File: src/core/aitp_defines.vh
`ifndef AITP_DEFINES_VH
`define AITP_DEFINES_VH
// register word addresses, one 32-bit register each
`define AITP_ADDR_ENV1      4'h0
`define AITP_ADDR_ENV2      4'h1
`define AITP_ADDR_CMD       4'h2
`define AITP_ADDR_STATUS    4'h3
`define AITP_ADDR_IRQ_CLR   4'h4
`define AITP_ADDR_IRQ_EN    4'h5
`define AITP_ADDR_ENC_CNT   4'h6
`define AITP_ADDR_MPG_CNT   4'h7
`define AITP_ADDR_INPUTS    4'h8
// field positions
`define AITP_ERC_LSB        12
`define AITP_ERC_MSB        14
`define AITP_SENS_FLT_BIT   26
`define AITP_JOG_FLT_BIT    27
`define AITP_ENC_FLT_BIT    18
`define AITP_MPG_FLT_BIT    19
`define AITP_ENC_MODE_BIT   0
`define AITP_MPG_MODE_BIT   1
// reset values
`define AITP_ENV1_RST       32'h00000000
`define AITP_ENV2_RST       32'h00000000
// commands
`define AITP_CMD_ERC_SET    8'h24
`define AITP_CMD_ERC_CLR    8'h25
`define AITP_CMD_START      8'h50
// timing counts in clocks
`define AITP_RESET_MIN      10
`define AITP_ENC_FLT_CYC    3
`define AITP_SENS_MIN       2
`define AITP_SENS_FLT_CYC   80
`define AITP_JOG_FLT_CYC    655360
`define AITP_ERC_BASE       254
`define AITP_BSY_CMD_MAX    5
`define AITP_BSY_STA_MAX    7
`define AITP_PLS_CMD_MAX    15
`define AITP_PLS_STA_MAX    17
`define AITP_PLS_CMD_DLY    8'd12
`define AITP_PLS_STA_DLY    8'd14
`endif

File: src/core/aitp_axis.v
// Functional notes
// - encoder inputs one clock, filtered three
// - manual pulse one clock, filtered three
// - sensor inputs two clocks, filtered eighty
// - jog inputs two clocks, filtered 655360
// - clear pulse width by code times 254
// - code 111 gives level clear output
// - encoder up/down or quadrature mode
// - manual pulse up/down or quadrature mode
// - busy 5/7, first pulse 15/17 clocks
// - command 24h starts clear output
// - command 25h ends clear output
`include "aitp_defines.vh"
module aitp_axis (
	input  wire        SYS_CLK_I,
	input  wire        RESET_N_I,
	input  wire [3:0]  AVS_ADDRESS_I,
	input  wire        AVS_READ_I,
	input  wire        AVS_WRITE_I,
	input  wire [31:0] AVS_WRITEDATA_I,
	output reg  [31:0] AVS_READDATA_O,
	output reg         AVS_WAITREQUEST_O,
	input  wire        ENCODER_PHASE_A_I,
	input  wire        ENCODER_PHASE_B_I,
	input  wire        ENCODER_INDEX_I,
	input  wire        MANUAL_PULSE_A_I,
	input  wire        MANUAL_PULSE_B_I,
	input  wire        SERVO_ALARM_I,
	input  wire        IN_POSITION_I,
	input  wire [1:0]  END_LIMIT_I,
	input  wire        SLOWDOWN_I,
	input  wire        ORIGIN_I,
	input  wire [1:0]  JOG_DIRECTION_I,
	input  wire        JOG_ENABLE_N_I,
	input  wire        SYNC_START_N_I,
	output reg         BUSY_N_O,
	output reg         PULSE_O,
	output reg         DEVIATION_CLEAR_O,
	output reg         IRQ_O
);
	// filter lengths per group
	reg [31:0] env1_reg;
	reg [31:0] env2_reg;
	reg [7:0]  status_reg;
	reg [7:0]  irq_en_reg;
	reg [15:0] enc_cnt_reg;
	reg [15:0] mpg_cnt_reg;
	wire [19:0] len_enc  = env2_reg[`AITP_ENC_FLT_BIT] ?
		20'd3 : 20'd1;
	wire [19:0] len_mpg  = env2_reg[`AITP_MPG_FLT_BIT] ?
		20'd3 : 20'd1;
	wire [19:0] len_sens = env1_reg[`AITP_SENS_FLT_BIT] ?
		20'd80 : 20'd2;
	wire [19:0] len_jog  = env1_reg[`AITP_JOG_FLT_BIT] ?
		20'd655360 : 20'd2;

	// all filtered inputs, one filter instance each
	// low-active lines inverted so the idle level matches reset
	wire [14:0] raw_in = {~SYNC_START_N_I, ~JOG_ENABLE_N_I,
		JOG_DIRECTION_I,
		ORIGIN_I, SLOWDOWN_I, END_LIMIT_I, IN_POSITION_I, SERVO_ALARM_I,
		MANUAL_PULSE_B_I, MANUAL_PULSE_A_I, ENCODER_INDEX_I,
		ENCODER_PHASE_B_I, ENCODER_PHASE_A_I};
	wire [14:0] flt;
	genvar gi;
	generate
		for (gi = 0; gi < 15; gi = gi + 1) begin : g_flt
			wire [19:0] len_sel = (gi < 3) ? len_enc :
				(gi < 5) ? len_mpg : (gi < 11) ? len_sens :
				(gi < 14) ? len_jog : 20'd1;
			aitp_filter u_flt (
				.clk_i   (SYS_CLK_I),
				.rst_n_i (RESET_N_I),
				.raw_i   (raw_in[gi]),
				.len_i   (len_sel),
				.out_o   (flt[gi])
			);
		end
	endgenerate

	// count direction decode for up/down or quadrature
	function [1:0] step_dec;
		input       quad;
		input [1:0] now_ab;
		input [1:0] old_ab;
		begin
			step_dec = 2'b00;
			if (quad) begin
				if (now_ab != old_ab && (now_ab ^ old_ab) != 2'b11)
					step_dec = ((old_ab[0] ^ now_ab[1]) ? 2'b01 : 2'b10);
			end else begin
				if (now_ab[0] & ~old_ab[0])
					step_dec = 2'b01;
				else if (now_ab[1] & ~old_ab[1])
					step_dec = 2'b10;
			end
		end
	endfunction

	reg [1:0] enc_old_reg;
	reg [1:0] mpg_old_reg;
	reg       sta_old_reg;
	wire [1:0] enc_step = step_dec(env2_reg[`AITP_ENC_MODE_BIT],
		flt[1:0], enc_old_reg);
	wire [1:0] mpg_step = step_dec(env2_reg[`AITP_MPG_MODE_BIT],
		flt[4:3], mpg_old_reg);
	wire sta_fall = ~sta_old_reg & flt[14]; // pin fell, seen inverted

	// bus decode
	wire       wr_go  = AVS_WRITE_I & ~AVS_WAITREQUEST_O;
	wire       rd_ld  = AVS_READ_I & AVS_WAITREQUEST_O;
	wire       cmd_wr = wr_go && AVS_ADDRESS_I == `AITP_ADDR_CMD;
	wire [7:0] cmd    = AVS_WRITEDATA_I[7:0];

	// clear pulse timer and start sequencing
	localparam ST_IDLE = 2'b00;
	localparam ST_WAIT = 2'b01;
	localparam ST_RUN  = 2'b10;
	reg [1:0]  st_reg;
	reg [7:0]  dly_reg;
	reg [21:0] erc_cnt_reg;
	reg        erc_lvl_reg;
	wire [2:0] erc_code = env1_reg[`AITP_ERC_MSB:`AITP_ERC_LSB];
	reg  [21:0] erc_len;
	always @* begin
		case (erc_code)
			3'b000:  erc_len = 22'd254;
			3'b001:  erc_len = 22'd254 * 22'd8;
			3'b010:  erc_len = 22'd254 * 22'd32;
			3'b011:  erc_len = 22'd254 * 22'd128;
			3'b100:  erc_len = 22'd254 * 22'd1024;
			3'b101:  erc_len = 22'd254 * 22'd4096;
			3'b110:  erc_len = 22'd254 * 22'd8192;
			default: erc_len = 22'd0;
		endcase
	end

	wire [7:0] ev = {3'b000, sta_fall, 1'b0,
		|enc_step, st_reg == ST_RUN, DEVIATION_CLEAR_O};

	// registers, bus, sequencing
	always @(posedge SYS_CLK_I or negedge RESET_N_I) begin
		if (!RESET_N_I) begin
			env1_reg          <= `AITP_ENV1_RST;
			env2_reg          <= `AITP_ENV2_RST;
			status_reg        <= 8'h00;
			irq_en_reg        <= 8'h00;
			enc_cnt_reg       <= 16'h0000;
			mpg_cnt_reg       <= 16'h0000;
			enc_old_reg       <= 2'b00;
			mpg_old_reg       <= 2'b00;
			sta_old_reg       <= 1'b0;
			st_reg            <= ST_IDLE;
			dly_reg           <= 8'h00;
			erc_cnt_reg       <= 22'h000000;
			erc_lvl_reg       <= 1'b0;
			AVS_READDATA_O    <= 32'h00000000;
			AVS_WAITREQUEST_O <= 1'b1;
			BUSY_N_O          <= 1'b1;
			PULSE_O           <= 1'b0;
			DEVIATION_CLEAR_O <= 1'b0;
			IRQ_O             <= 1'b0;
		end else begin
			enc_old_reg <= flt[1:0];
			mpg_old_reg <= flt[4:3];
			sta_old_reg <= flt[14];
			if (enc_step == 2'b01) enc_cnt_reg <= enc_cnt_reg + 16'h0001;
			if (enc_step == 2'b10) enc_cnt_reg <= enc_cnt_reg - 16'h0001;
			if (mpg_step == 2'b01) mpg_cnt_reg <= mpg_cnt_reg + 16'h0001;
			if (mpg_step == 2'b10) mpg_cnt_reg <= mpg_cnt_reg - 16'h0001;
			// one wait cycle per access
			AVS_WAITREQUEST_O <= ~((AVS_READ_I | AVS_WRITE_I) &
				AVS_WAITREQUEST_O);
			if (wr_go && AVS_ADDRESS_I == `AITP_ADDR_ENV1)
				env1_reg <= AVS_WRITEDATA_I;
			if (wr_go && AVS_ADDRESS_I == `AITP_ADDR_ENV2)
				env2_reg <= AVS_WRITEDATA_I;
			if (wr_go && AVS_ADDRESS_I == `AITP_ADDR_IRQ_EN)
				irq_en_reg <= AVS_WRITEDATA_I[7:0];
			// set wins over clear
			status_reg <= (status_reg & ~((wr_go &&
				AVS_ADDRESS_I == `AITP_ADDR_IRQ_CLR) ?
				AVS_WRITEDATA_I[7:0] : 8'h00)) | ev;
			IRQ_O <= |(status_reg & irq_en_reg);
			// load in the wait cycle so data stand at the taking edge
			if (rd_ld) begin
				case (AVS_ADDRESS_I)
					`AITP_ADDR_ENV1:    AVS_READDATA_O <= env1_reg;
					`AITP_ADDR_ENV2:    AVS_READDATA_O <= env2_reg;
					`AITP_ADDR_STATUS:  AVS_READDATA_O <= {24'h0, status_reg};
					`AITP_ADDR_IRQ_EN:  AVS_READDATA_O <= {24'h0, irq_en_reg};
					`AITP_ADDR_ENC_CNT: AVS_READDATA_O <= {16'h0, enc_cnt_reg};
					`AITP_ADDR_MPG_CNT: AVS_READDATA_O <= {16'h0, mpg_cnt_reg};
					`AITP_ADDR_INPUTS:  AVS_READDATA_O <= {17'h0, flt};
					default:            AVS_READDATA_O <= 32'h00000000;
				endcase
			end
			// clear output: timed pulse or level
			if (cmd_wr && cmd == `AITP_CMD_ERC_CLR) begin
				DEVIATION_CLEAR_O <= 1'b0;
				erc_lvl_reg       <= 1'b0;
				erc_cnt_reg       <= 22'h000000;
			end else if (cmd_wr && cmd == `AITP_CMD_ERC_SET) begin
				DEVIATION_CLEAR_O <= 1'b1;
				erc_lvl_reg       <= (erc_code == 3'b111);
				erc_cnt_reg       <= erc_len;
			end else if (DEVIATION_CLEAR_O && !erc_lvl_reg) begin
				if (erc_cnt_reg <= 22'h000001)
					DEVIATION_CLEAR_O <= 1'b0;
				erc_cnt_reg <= erc_cnt_reg - 22'h000001;
			end
			// start: busy next cycle, pulse after fixed delay
			PULSE_O <= 1'b0;
			case (st_reg)
				ST_IDLE: begin
					if (cmd_wr && cmd == `AITP_CMD_START) begin
						BUSY_N_O <= 1'b0;
						dly_reg  <= `AITP_PLS_CMD_DLY;
						st_reg   <= ST_WAIT;
					end else if (sta_fall) begin
						BUSY_N_O <= 1'b0;
						dly_reg  <= `AITP_PLS_STA_DLY;
						st_reg   <= ST_WAIT;
					end
				end
				ST_WAIT: begin
					dly_reg <= dly_reg - 8'h01;
					if (dly_reg == 8'h01) begin
						PULSE_O <= 1'b1;
						st_reg  <= ST_RUN;
					end
				end
				ST_RUN: begin
					BUSY_N_O <= 1'b1;
					st_reg   <= ST_IDLE;
				end
				default: st_reg <= ST_IDLE;
			endcase
		end
	end
endmodule

File: src/core/aitp_filter.v
`include "aitp_defines.vh"
// stability filter: passes a new level after it held len cycles
module aitp_filter (
	input  wire        clk_i,
	input  wire        rst_n_i,
	input  wire        raw_i,
	input  wire [19:0] len_i,
	output reg         out_o
);
	reg [19:0] cnt_reg;
	reg        prev_reg;
	// run length including this sample, held at full scale
	wire [19:0] run = (raw_i != prev_reg) ? 20'h00001 :
		(cnt_reg == 20'hFFFFF) ? cnt_reg : cnt_reg + 20'h00001;

	// count consecutive samples equal to the last raw level
	always @(posedge clk_i or negedge rst_n_i) begin
		if (!rst_n_i) begin
			cnt_reg  <= 20'h00000;
			prev_reg <= 1'b0;
			out_o    <= 1'b0;
		end else begin
			prev_reg <= raw_i;
			cnt_reg  <= run;
			// a one-clock filter passes every sample
			if (run >= len_i)
				out_o <= raw_i;
		end
	end
endmodule

File: config.mk
export PLATFORM = sky130hd
export DESIGN_NAME = aitp_axis
export DESIGN_NICKNAME = d
export VERILOG_FILES = /design/src/core/aitp_axis.v /design/src/core/aitp_filter.v
export VERILOG_INCLUDE_DIRS = /design/src /design/src/core
export SDC_FILE = /design/constraint.sdc
export NUM_CORES = 1
export LEC_CHECK = 0
export BUFFER_PORTS_ARGS = -buffer_cell sky130_fd_sc_hd__buf_2
export CAP_MARGIN = 20
export CORE_MARGIN = 3
export CORE_UTILIZATION = 45
export CTS_BUF_LIST = sky130_fd_sc_hd__clkbuf_4 sky130_fd_sc_hd__clkbuf_8 sky130_fd_sc_hd__clkbuf_16
export DETAILED_ROUTE_END_ITERATION = 10
export GPL_TIMING_DRIVEN = 0
export HOLD_SLACK_MARGIN = 0.02
export PLACE_DENSITY = 0.61
export SLEW_MARGIN = 20
export SYNTH_ARGS = -nofsm -noshare
export SYNTH_HDL_FRONTEND = slang
export SYNTH_SLANG_ARGS = --single-unit
File: constraint.sdc
create_clock -name SYS_CLK_I -period 5.8 [get_ports SYS_CLK_I]
set_input_delay 0.29 -clock SYS_CLK_I [delete_from_list [all_inputs] [get_ports SYS_CLK_I]]
set_output_delay 0.29 -clock SYS_CLK_I [all_outputs]
set_load 0.05 [all_outputs]
Word level (Yosys, flattened, before mapping)
Index checks and enable logic that the tools add are counted.

$add $sub $neg: 21. Order comparisons: 16. Equal/unequal tests: 61. Mux-type cells: 72. Bitwise logic cells: 26. Reductions and logical operators: 28.

Operators with widths (count): $mux 20 (31); $add 20x1->20 const B (15); $eq 20x20->1 const B (15); $pmux 32 s7 (1); $pmux 21 s7 (1); $ge 20x7->1 (6); $ge 20x2->1 (5); $mux 22 (3); $mux 16 (4); $ge 20x20->1 (3); $add 16x1->16 const B (2); $sub 16x1->16 const B (2); $mux 2 (15); $mux 8 (3); $le 22x1->1 const B (1); $sub 22x1->22 const B (1); $ge 20x1->1 const B (1); $and 8x8->8 (2); $eq 4x3->1 const B (4); $eq 8x6->1 const B (2); $pmux 8 s2 (1); $ne 1x1->1 (15); $eq 3x3->1 const B (4); $logic_and 1x1->1 (11); other kinds (33) (76).

Bits in registers: 517. Bits of input ports: 55. Logic and storage cells: 288.

Depth between registers and ports, before layout
Gate-level depths: netlist of run 1.

Depth in word-level cells: 8. Gate-level depth with buffers: 16. Mapped depth without buffers: 16.

Modules after synthesis
A second synthesis of run 1 with hierarchy kept.

Cells, all modules: 3895. Area total of the unflattened synthesis: 35527.8 sq um.

Modules (own cells, without submodules): aitp_filter (g_flt[0].u_flt ...) (times used 9, cells each 186, area an instance 1680.4 sq um, seq. area each 550.5 sq um); aitp_axis (times used 1, cells each 1086, area an instance 10612.7 sq um, seq. area each 4682.0 sq um); aitp_filter (g_flt[11].u_flt ...) (times used 5, cells each 189, area an instance 1634.1 sq um, seq. area each 550.5 sq um); aitp_filter (g_flt[8].u_flt) (times used 1, cells each 190, area an instance 1621.6 sq um, seq. area each 550.5 sq um).

Worst setup path before layout of run 1
Ideal clock, no wire load.

Path type: reg-to-reg. From: register g_flt[9].u_flt.cnt_reg[4]. To: register g_flt[9].u_flt.out_o. Library setup time: 0.127 ns. Arrival: 4.047 ns. Path slack: 1.625 ns. Cell stages (with the launch flop): 16. Path through: dfrtp_1 and4_4 and4_1 clkbuf_1 nand3_1 and4_1 and3_1 xnor2_1 nor2_1 ha_1 o21ai_0 nand2b_1 or4_1 or4_1 a2111oi_0 mux2_1.

Cells in the longest elaborated chain, start to end: 4.

Ends and longest elaborated chain: start, declared (RTL line aitp_filter.v:10) `reg [19:0] cnt_reg;`; start signal, assigned (RTL line aitp_filter.v:24) `cnt_reg <= run;`; $add 20x1->20 / $eq 20x20->1 (equally long branches) (RTL line aitp_filter.v:14) `(cnt_reg == 20'hFFFFF) ? cnt_reg : cnt_reg + 20'h00001;`; $mux 20 (*) (RTL line aitp_filter.v:14); $mux 20 (*) (RTL line aitp_filter.v:13) `wire [19:0] run = (raw_i != prev_reg) ? 20'h00001 :`; net g_flt[9].u_flt.run[6] (RTL line aitp_filter.v:13); $ge 20x7->1 (*) (RTL line aitp_filter.v:26) `if (run >= len_i)`; end signal, assigned (RTL line aitp_filter.v:27) `out_o <= raw_i;`; end, declared (RTL line aitp_filter.v:8) `output reg out_o`.

The timed path passes the listed nets; every way through them passes the cells marked *. A chain may end at the register's enable or synchronous reset.

Worst setup path after layout of run 1
From: register g_flt[9].u_flt.cnt_reg[3]. To: register g_flt[9].u_flt.out_o.

Same word-level chain as after synthesis.

==> impl_metrics.yaml, run 1 <==
critical_path:
  critPathMaxFanout: 10
  r2r-end: "g_flt[9].u_flt.out_o"
  path_class: "reg2reg"
  reg2reg_depth: 15
  start_kind: "flip-flop"
  reg2reg_slack_ps: 920
  worstSetupEndpointType: "flip-flop"
  timing.rr.start: "g_flt[9].u_flt.cnt_reg[3]"
  required_ps: 6300
  arrival_ps: 5390
finish:
  area_growth_pct: 14.3
  nNetsFinal: 3379
  antenna_cells: 0
  drive_above_1_share: 0.103
  multi_input_area_um2: 15400
  fillers: 5733
  largest_register_ff_count: 300
  seqCellArea_um2: 12900
pwr:
  combinationalPowerShare: 0.238
  seq_power_share: 0.412
  cellLeakagePower_nw: 14.1
  p_sw_frac: 0.318
  clock_power_share: 0.351
  power.density_nw_per_um2: 324
  p_switching_mw: 3.41
  internal_power_mw: 7.32
  peakVddDrop_mv: 0.266
clock_network:
  path_clk_slew_ps: 60
  cts_tree: "yes"
  postCtsHoldBufs: 49
  clock_sinks: 517
  cts_max_path_buffers: 3
  clk_latency_ps: 630
  numCtsBuffers: 58
  post_cts_buffers: 0
  cts_resized: 0
  htreeDepth: 2
  cts-root-buf: "clkbuf_16"
grt:
  grt_max_degree: 99
  grt_use_total: 0.217
  grt.overflow.total: 0
  grt_pass1_wl_mm: 122
  antenna_found_initial: 1
  grt_pass1_vias: 23800
logic_synthesis:
  ys_top_cells_by_count: "dfrtp_1, nor2_1, nand2_1"
  post_synth.cell_area_avg_um2: 9.56
  synth_area_leaders: "dfrtp_1, xnor2_1, ha_1"
  postSynth.topFlopCell: "dfrtp_1"
  synth_edf_count: 0
  synth-seq-area-share: 0.446
  synth.most_common_cell: "dfrtp_1"
  yosys_warnings: 0
  synth_fp_nets: 3174
  synth_top_area_frac: 0.445
  syn_inst: 3031
  async_flop_share: 1.00
  ys_ff_latch: 517
  ys_types: 86
  synth_top_cell_by_area: "dfrtp_1"
  synthesis.area_um2: 29000
timing:
  hold_viol_final: 0
  period_share: 0.842
  max_slew_margin: 0.276
  drv_slew: 0
  worst_slew_pin_slew_ps: 1070
  min_period_ps: 4880
  setup_slack_ps: 916
  fmax_ghz: 0.205
  fin_skew_ps: 24.4
  fin_tns_setup_ps: 0
  rsz0062_at_grt: "no"
  finalSetupViolCount: 0
die:
  rows: 92
  io_pins: 92
  die_y_um: 260
  die_w_um: 260
  fp.dieArea_um2: 67500
  core_area_um2: 63400
  start_util: 0.457
route:
  drt_iter0_drc: 1695
  wl_per_cell_um: 17.9
  vias: 24100
  top_layer_used: "met4"
  drc: 0
  routed_wl_mm: 73.9
  postRouteAntennaNets: 0
  met2_length_mm: 33.7
  dr_wl_met3_mm: 3.81
  wl_met1_mm: 34.6
  viasPerCell: 5.85
  first_pass_iters: 7
worst_hold_path:
  hp-start: "AVS_WRITEDATA_I[0]"
  hold_end: "dly_reg[1]"
  hold_depth: 5
  hold_class: "in2reg"
placement:
  hpwl_mm: 53.2
  pre_cts_ws_ps: 952
  gp_congestion: 0.895
  portBuffers: 90
job:
  drv_cap: 0
run_status:
  run_status: "complete, no violations"
-- placed cells by master (no fill, tap or decap), types with 26 or more instances in the layout --
master           n
nor2_1         284
a31oi_1         54
mux2i_1         44
xnor2_1        157
clkbuf_16       58
clkbuf_1        88
nor3_1         103
nand2b_1        34
buf_2           94
and2_1          40
xor2_1         101
a211oi_1        62
dlygate4sd3_1   49
and4_1          48
ha_1            86
nand4_1         84
mux2_2          88
inv_1           79
and3_1          48
nand2_1        278
o21ai_0        134
nand3_1        129
a21oi_1        116
a21o_1          32
dfrtp_1        515
nor4_1          43
a22oi_1         32
or3_1           26
-- per-layer routing --
layer,vias to the layer above,global-route usage
li1,11600,-
met1,11800,0.305
met3,111,0.0301
met4,0,0.0674
met5,-,0
met2,616,0.349
-- through the flow --
step                 util  cell area (um^2)  hold slack, ps  std cells  power [mW]
finish              0.522             33100             187       4128        10.7
global route        0.522             33100             201       4128        11.4
CTS                 0.522             33100             155       4128        10.8
detailed placement  0.484             30700             293       3973        6.98
global placement    0.481             30500             456       3967        6.86
floorplan               -             29000           -5.59       3031        6.18
-- worst max path at each step --
| stage | slack, ps | start | cells after the start | end |
|---|---|---|---|---|
| 5_1_grt | 640 | g_flt[9].u_flt.cnt_reg[3] | 15 | g_flt[9].u_flt.out_o |
| 3_5_place_dp | 950 | g_flt[9].u_flt.cnt_reg[3] | 15 | g_flt[9].u_flt.out_o |
| 4_1_cts | 920 | g_flt[9].u_flt.cnt_reg[3] | 15 | g_flt[9].u_flt.out_o |
| 6_report | 920 | g_flt[9].u_flt.cnt_reg[3] | 15 | g_flt[9].u_flt.out_o |
| 3_3_place_gp | -6350 | RESET_N_I | 1 | g_flt[3].u_flt.cnt_reg[14] |
| 2_1_floorplan | 1630 | g_flt[9].u_flt.cnt_reg[4] | 15 | g_flt[9].u_flt.out_o |
-- power by group through the flow --
stage               logic (mW)  registers [mW]  clock network (mW)
floorplan                 1.81            4.38                   0
global placement          2.40            4.46                   0
detailed placement        2.51            4.48                   0
CTS                       2.55            4.42                3.87
global route              2.89            4.47                4.03
finish                    2.55            4.42                3.76
-- cell families after synthesis --
kind of cell,Yosys count,share of synthesized area
buffers and inverters,183,0.0240
multiplexers,134,0.0502
XOR/XNOR,258,0.0779
flip-flops,517,0.446
AND/OR/NAND/NOR,1227,0.217
AO/OA/AOI/OAI,624,0.147
adder cells (fa/ha/maj),88,0.0385
-- worst max-delay path: stages (launching register included) --
cell       delay [ps]
dfrtp_1           410
and4_4            270
and4_1            260
clkbuf_1          370
nand3_1           420
and4_1            390
and3_1            200
xnor2_1           120
nor2_1            150
ha_1              280
o21ai_0            90
nand2b_1           80
or4_1             380
or4_1             510
a2111oi_0         480
mux2_1            360
-- area by class of cell --
cell class	count	area share
Multi-Input combinational cell	2331	0.464
Sequential cell	517	0.390
Clock buffer	88	0.0527
Timing Repair Buffer	145	0.0337
Tap cell	846	0.0319
Buffer	104	0.0120
Inverter	79	0.00895
Clock inverter	18	0.00646
No activity file was read; power rests on OpenSTA's default activity.
==> inputs of run 2 (changes only) <==
==> constraint.sdc (replaced) <==
create_clock -name SYS_CLK_I -period 4.7 [get_ports SYS_CLK_I]
set_input_delay 0.235 -clock SYS_CLK_I [delete_from_list [all_inputs] [get_ports SYS_CLK_I]]
set_output_delay 0.235 -clock SYS_CLK_I [all_outputs]
set_load 0.05 [all_outputs]
==> run 2 against run 1 <==
  * Sequential share of layout area is essentially flat
  * Cell area is essentially flat
  * Hold slack lost 55 ps
  * First-iteration DRC count shrank 2.0%
  * Die area is the same
  * Combinational power grew 24%
  * Highest routed layer unchanged
  * Total power grew 23%
  * Routed wire length grew 0.22%
==> impl_metrics.yaml, run 2 (same netlist as run 1, synthesis figures left out) <==
run_status:
  run_status: "complete, no violations"
route:
  drc: 0
  vias: 24200
  first_pass_iters: 6
  viasPerCell: 5.86
  postRouteAntennaNets: 0
  drt_iter0_drc: 1661
  wl_per_cell_um: 17.9
  routed_wl_mm: 74.0
critical_path:
  critical_path.startpoint: "g_flt[9].u_flt.cnt_reg[3]"
  arrival_ps: 4920
  worstSetupEndpointType: "flip-flop"
  crit_end: "g_flt[9].u_flt.out_o"
  required_ps: 5200
  cpMaxStageDelayCell: "or4_1"
  worst_path_largest_cell_delay_ps: 520
  reg2reg_slack_ps: 290
  worstPathCellList: "and4_4 > and4_1 > clkbuf_2 > nand3_4 > and4_1 > and3_1 > xnor2_1 > nor2_1 > ha_1 > o21ai_0 > nand2b_1 > or4_1 > or4_1 > a2111oi_1 > mux2_1"
  r2r-end: "g_flt[9].u_flt.out_o"
  critPathMaxFanout: 10
  timing.rr.start: "g_flt[9].u_flt.cnt_reg[3]"
  path_class: "reg2reg"
  reg2reg_depth: 15
  start_kind: "flip-flop"
die:
  core_area_um2: 63400
  rows: 92
  die_w_um: 260
  fp.dieArea_um2: 67500
  start_util: 0.457
  io_pins: 92
  die_y_um: 260
clock_network:
  cts_max_path_buffers: 3
  htreeDepth: 2
  numCtsBuffers: 58
  clock_sinks: 517
  cts-root-buf: "clkbuf_16"
  path_clk_slew_ps: 60
  post_cts_buffers: 0
  cts_tree: "yes"
  clk_latency_ps: 630
pwr:
  power.density_nw_per_um2: 400
  peakVddDrop_mv: 0.328
  combinationalPowerShare: 0.238
  finalPower_mw: 13.3
  clock_power_share: 0.351
  p_sw_frac: 0.318
  p_switching_mw: 4.21
  cellLeakagePower_nw: 14.1
  internal_power_mw: 9.04
  seq_power_share: 0.412
timing:
  worst_slew_pin_slew_ps: 1070
  finalSetupViolCount: 0
  fin_tns_setup_ps: 0
  min_period_ps: 4410
  fin_skew_ps: 26.9
  drv_slew: 0
  hold_viol_final: 0
  rsz0062_at_grt: "no"
  fmax_ghz: 0.227
  period_share: 0.939
  max_slew_margin: 0.273
finish:
  final_common_cell: "dfrtp_1"
  nNetsFinal: 3379
  layout_common_cells: "dfrtp_1, nor2_1, nand2_1, xnor2_1, o21ai_0"
  fin_util: 0.523
  antenna_cells: 0
  finalNonFillerCells: 4128
  layout.cell_area.non_filler_um2: 33200
  drive_above_1_share: 0.104
  largest_register_ff_count: 300
  area_growth_pct: 14.4
placement:
  dp.cells: 3973
  hpwl_mm: 53.2
  portBuffers: 90
  gp_congestion: 0.895
  placed_area_um2: 30700
grt:
  grt_use_total: 0.217
  grt_pass1_wl_mm: 122
  grt.overflow.total: 0
  grt_max_degree: 99
  grt_pass1_vias: 23800
  antenna_found_initial: 1
worst_hold_path:
  hold_class: "in2reg"
job:
  drv_cap: 0
-- run 2: worst min path at each step --
stage / start / to / cells past startpoint
after floorplan: RESET_N_I / AVS_READDATA_O[0] / 0
after global placement: AVS_READ_I / AVS_WAITREQUEST_O / 2
after detailed placement: RESET_N_I / g_flt[13].u_flt.cnt_reg[6] / 1
after CTS: AVS_WRITEDATA_I[0] / dly_reg[1] / 5
after global routing: AVS_WRITEDATA_I[0] / dly_reg[1] / 5
final: AVS_WRITEDATA_I[0] / dly_reg[1] / 5
-- run 2: stage by stage --
step | hold slack [ps] | setup WS, ps
after global routing | 146 | 64.2
after global placement | 403 | -7390
after CTS | 100 | 20.8
final | 132 | 287
after floorplan | -60.6 | 525
after detailed placement | 238 | -148
-- run 2: worst max-delay path: cells and delay by family, from the launching register on --
| kind | cells | cell delay, ps |
|---|---|---|
| buffers and inverters | 1 | 270 |
| adders and majority gates | 1 | 280 |
| xor gates and xnor gates | 1 | 120 |
| muxes | 1 | 360 |
| AOI/OAI and AO/OA | 2 | 530 |
| and+or+nand+nor | 9 | 2320 |
| DFF | 1 | 420 |
-- run 2: routing by layer --
metal,vias up,track usage,wire (um)
met5,-,0,0
met3,113,0.0301,3650
met2,597,0.349,33700
met4,0,0.0674,1830
li1,11600,-,-
met1,11900,0.305,34800
-- run 2: what timing repair did --
| action | 4_1_cts | 5_1_grt |
|---|---|---|
| hold endpoints to repair | 173 | 0 |
| pin swaps | 0 | 0 |
| setup endpoints to repair | 1 | 1 |
| resized for setup | 2 | 4 |
| hold buffers | 49 | 0 |
-- run 2: cell type report --
| class | instances | area [um^2] |
|---|---|---|
| buffer | 104 | 400 |
| clock buffer | 88 | 1750 |
| clock inverter | 18 | 214 |
| fill | 5729 | 30300 |
| inverter | 79 | 297 |
| multi-input combinational | 2331 | 15400 |
| sequential | 517 | 12900 |
| tap | 846 | 1060 |
| timing repair buffer | 145 | 1120 |
-- run 2: power by group through the flow --
stage	logic (mW)	registers [mW]	clock network, mW
5_1_grt	3.56	5.51	4.98
6_report	3.15	5.45	4.65
2_1_floorplan	2.23	5.40	0
3_3_place_gp	2.96	5.51	0
4_1_cts	3.15	5.45	4.77
3_5_place_dp	3.09	5.52	0
==> inputs of run 3 (changes only) <==
--- a/config.mk
+++ b/config.mk
@@ -9,12 +9,12 @@
 export BUFFER_PORTS_ARGS = -buffer_cell sky130_fd_sc_hd__buf_2
 export CAP_MARGIN = 20
 export CORE_MARGIN = 3
-export CORE_UTILIZATION = 45
+export CORE_UTILIZATION = 35
 export CTS_BUF_LIST = sky130_fd_sc_hd__clkbuf_4 sky130_fd_sc_hd__clkbuf_8 sky130_fd_sc_hd__clkbuf_16
 export DETAILED_ROUTE_END_ITERATION = 10
 export GPL_TIMING_DRIVEN = 0
 export HOLD_SLACK_MARGIN = 0.02
-export PLACE_DENSITY = 0.61
+export PLACE_DENSITY = 0.5
 export SLEW_MARGIN = 20
 export SYNTH_ARGS = -nofsm -noshare
 export SYNTH_HDL_FRONTEND = slang
==> run 3 against run 2 <==
  * Flip-flop and latch count unchanged
  * Hold slack about the same
  * Register-to-register slack about the same
  * Clock power increased by 8.2%
==> impl_metrics.yaml, run 3 (same netlist as run 1, synthesis figures left out) <==
die:
  start_util: 0.356
  die_w_um: 294
  fp.dieArea_um2: 86300
  rows: 104
  core_area_um2: 81300
  io_pins: 92
  die_y_um: 294
pwr:
  peakVddDrop_mv: 0.350
  power.density_nw_per_um2: 406
  cellLeakagePower_nw: 14.2
clock_network:
  cts_max_path_buffers: 3
  clock_sinks: 517
  htreeDepth: 2
  numCtsBuffers: 61
  post_cts_buffers: 0
  clk_latency_ps: 620
  cts_tree: "yes"
  path_clk_slew_ps: 60
  cts-root-buf: "clkbuf_16"
critical_path:
  path_class: "reg2reg"
  cpMaxStageDelayCell: "nor4_2"
  arrival_ps: 4900
  start_kind: "flip-flop"
  worstSetupEndpointType: "flip-flop"
  worstPathCellList: "clkbuf_1 > nand4_1 > nor4_2 > nand2_1 > mux2i_1 > or2_2 > ha_1 > a21boi_0 > o41ai_1 > nand4_1 > a221oi_1 > mux2_2"
  crit_top_cell: "nand4_1"
  critPathMaxFanout: 8
  required_ps: 5190
  worst_path_largest_cell_delay_ps: 820
  reg2reg_slack_ps: 290
grt:
  grt_pass1_vias: 23700
  grt.overflow.total: 0
  grt_pass1_wl_mm: 127
  antenna_found_initial: 2
  grt_use_total: 0.178
  grt_max_degree: 96
placement:
  placed_area_um2: 30900
  dp.cells: 4187
  hpwl_mm: 55.6
  portBuffers: 90
  gp_congestion: 0.877
timing:
  finalSetupViolCount: 0
  fin_tns_setup_ps: 0
  rsz0062_at_grt: "no"
  min_period_ps: 4410
  hold_viol_final: 0
  fmax_ghz: 0.227
  fin_skew_ps: 19.0
  drv_slew: 0
  period_share: 0.938
  worst_slew_pin_slew_ps: 1050
  holdWs_ps: 132
  max_slew_margin: 0.301
finish:
  area_growth_pct: 16.1
  finalNonFillerCells: 4352
  drive_above_1_share: 0.108
  layout.cell_area.non_filler_um2: 33700
  fin_util: 0.414
  nNetsFinal: 3382
  final_common_cell: "dfrtp_1"
  largest_register_ff_count: 300
  layout_common_cells: "dfrtp_1, nor2_1, nand2_1, xnor2_1, o21ai_0"
route:
  vias: 24200
  first_pass_iters: 7
  postRouteAntennaNets: 0
  wl_per_cell_um: 17.9
  drt_iter0_drc: 1644
  drc: 0
  viasPerCell: 5.56
  routed_wl_mm: 77.8
job:
  drv_cap: 0
worst_hold_path:
  hold_class: "in2reg"
run_status:
  run_status: "complete, no violations"
==> run 3: timing repair <==
| item | 4_1_cts | 5_1_grt |
|---|---|---|
| resized for setup | 4 | 5 |
| endpoints found under the hold margin | 169 | 0 |
| hold buffers | 49 | 0 |
| setup endpoints to repair | 1 | 1 |
| cloned | 0 | 0 |
==> run 3: path summary, 6_finish.rpt <==
check                                      startpoint                    endpoint  depth (start not counted)
setup / recovery           g_flt[13].u_flt.cnt_reg[7]       g_flt[13].u_flt.out_o                         12
setup reg to reg           g_flt[13].u_flt.cnt_reg[7]       g_flt[13].u_flt.out_o                         12
hold reg to reg                  g_flt[0].u_flt.out_o              enc_old_reg[0]                          0
hold / removal                     AVS_WRITEDATA_I[0]                  dly_reg[1]                          5
max in group asynchronous                   RESET_N_I  g_flt[4].u_flt.cnt_reg[11]                          5
min in group asynchronous                   RESET_N_I  g_flt[13].u_flt.cnt_reg[7]                          2
==> run 3: where the power goes <==
group	total (mW)	internal, mW	switching (mW)
registers	5.47	4.96	0.507
logic	3.15	1.30	1.85
clock network	5.03	3.07	1.96
total	13.7	9.34	4.32
==> run 3: final cells by class <==
type	instances	area (um^2)
fillers	7970	47700
multi-input cells	2331	15400
flip-flops and latches	517	12900
clock buffers	89	1870
well taps	1060	1330
repair buffers	145	1120
plain buffers	104	403
inverters	79	297
clock inverters	24	288
diodes	3	7.51
==> run 3: per-stage QoR <==
stage / power, mW / worst slack, ps
2_1_floorplan: 7.63 / 525
3_3_place_gp: 8.54 / -7700
3_5_place_dp: 8.65 / -278
4_1_cts: 13.8 / 112
5_1_grt: 14.5 / 14.8
6_report: 13.7 / 291
==> run 3: worst max-delay path: cells and delay by family (launching register included) <==
kind | cells | cell delay [ps]
multiplexers | 2 | 550
AND/OR/NAND/NOR | 5 | 1950
flip-flops | 1 | 320
buffers and inverters | 1 | 260
adder cells (fa/ha/maj) | 1 | 270
AO/OA/AOI/OAI | 3 | 950
==> run 3: layer usage <==
metal,vias up,wire [um],GRT usage
li1,11600,-,-
met1,11900,38000,0.261
met2,554,34700,0.279
met3,99,3700,0.0245
met4,0,1380,0.0389
met5,-,0,0
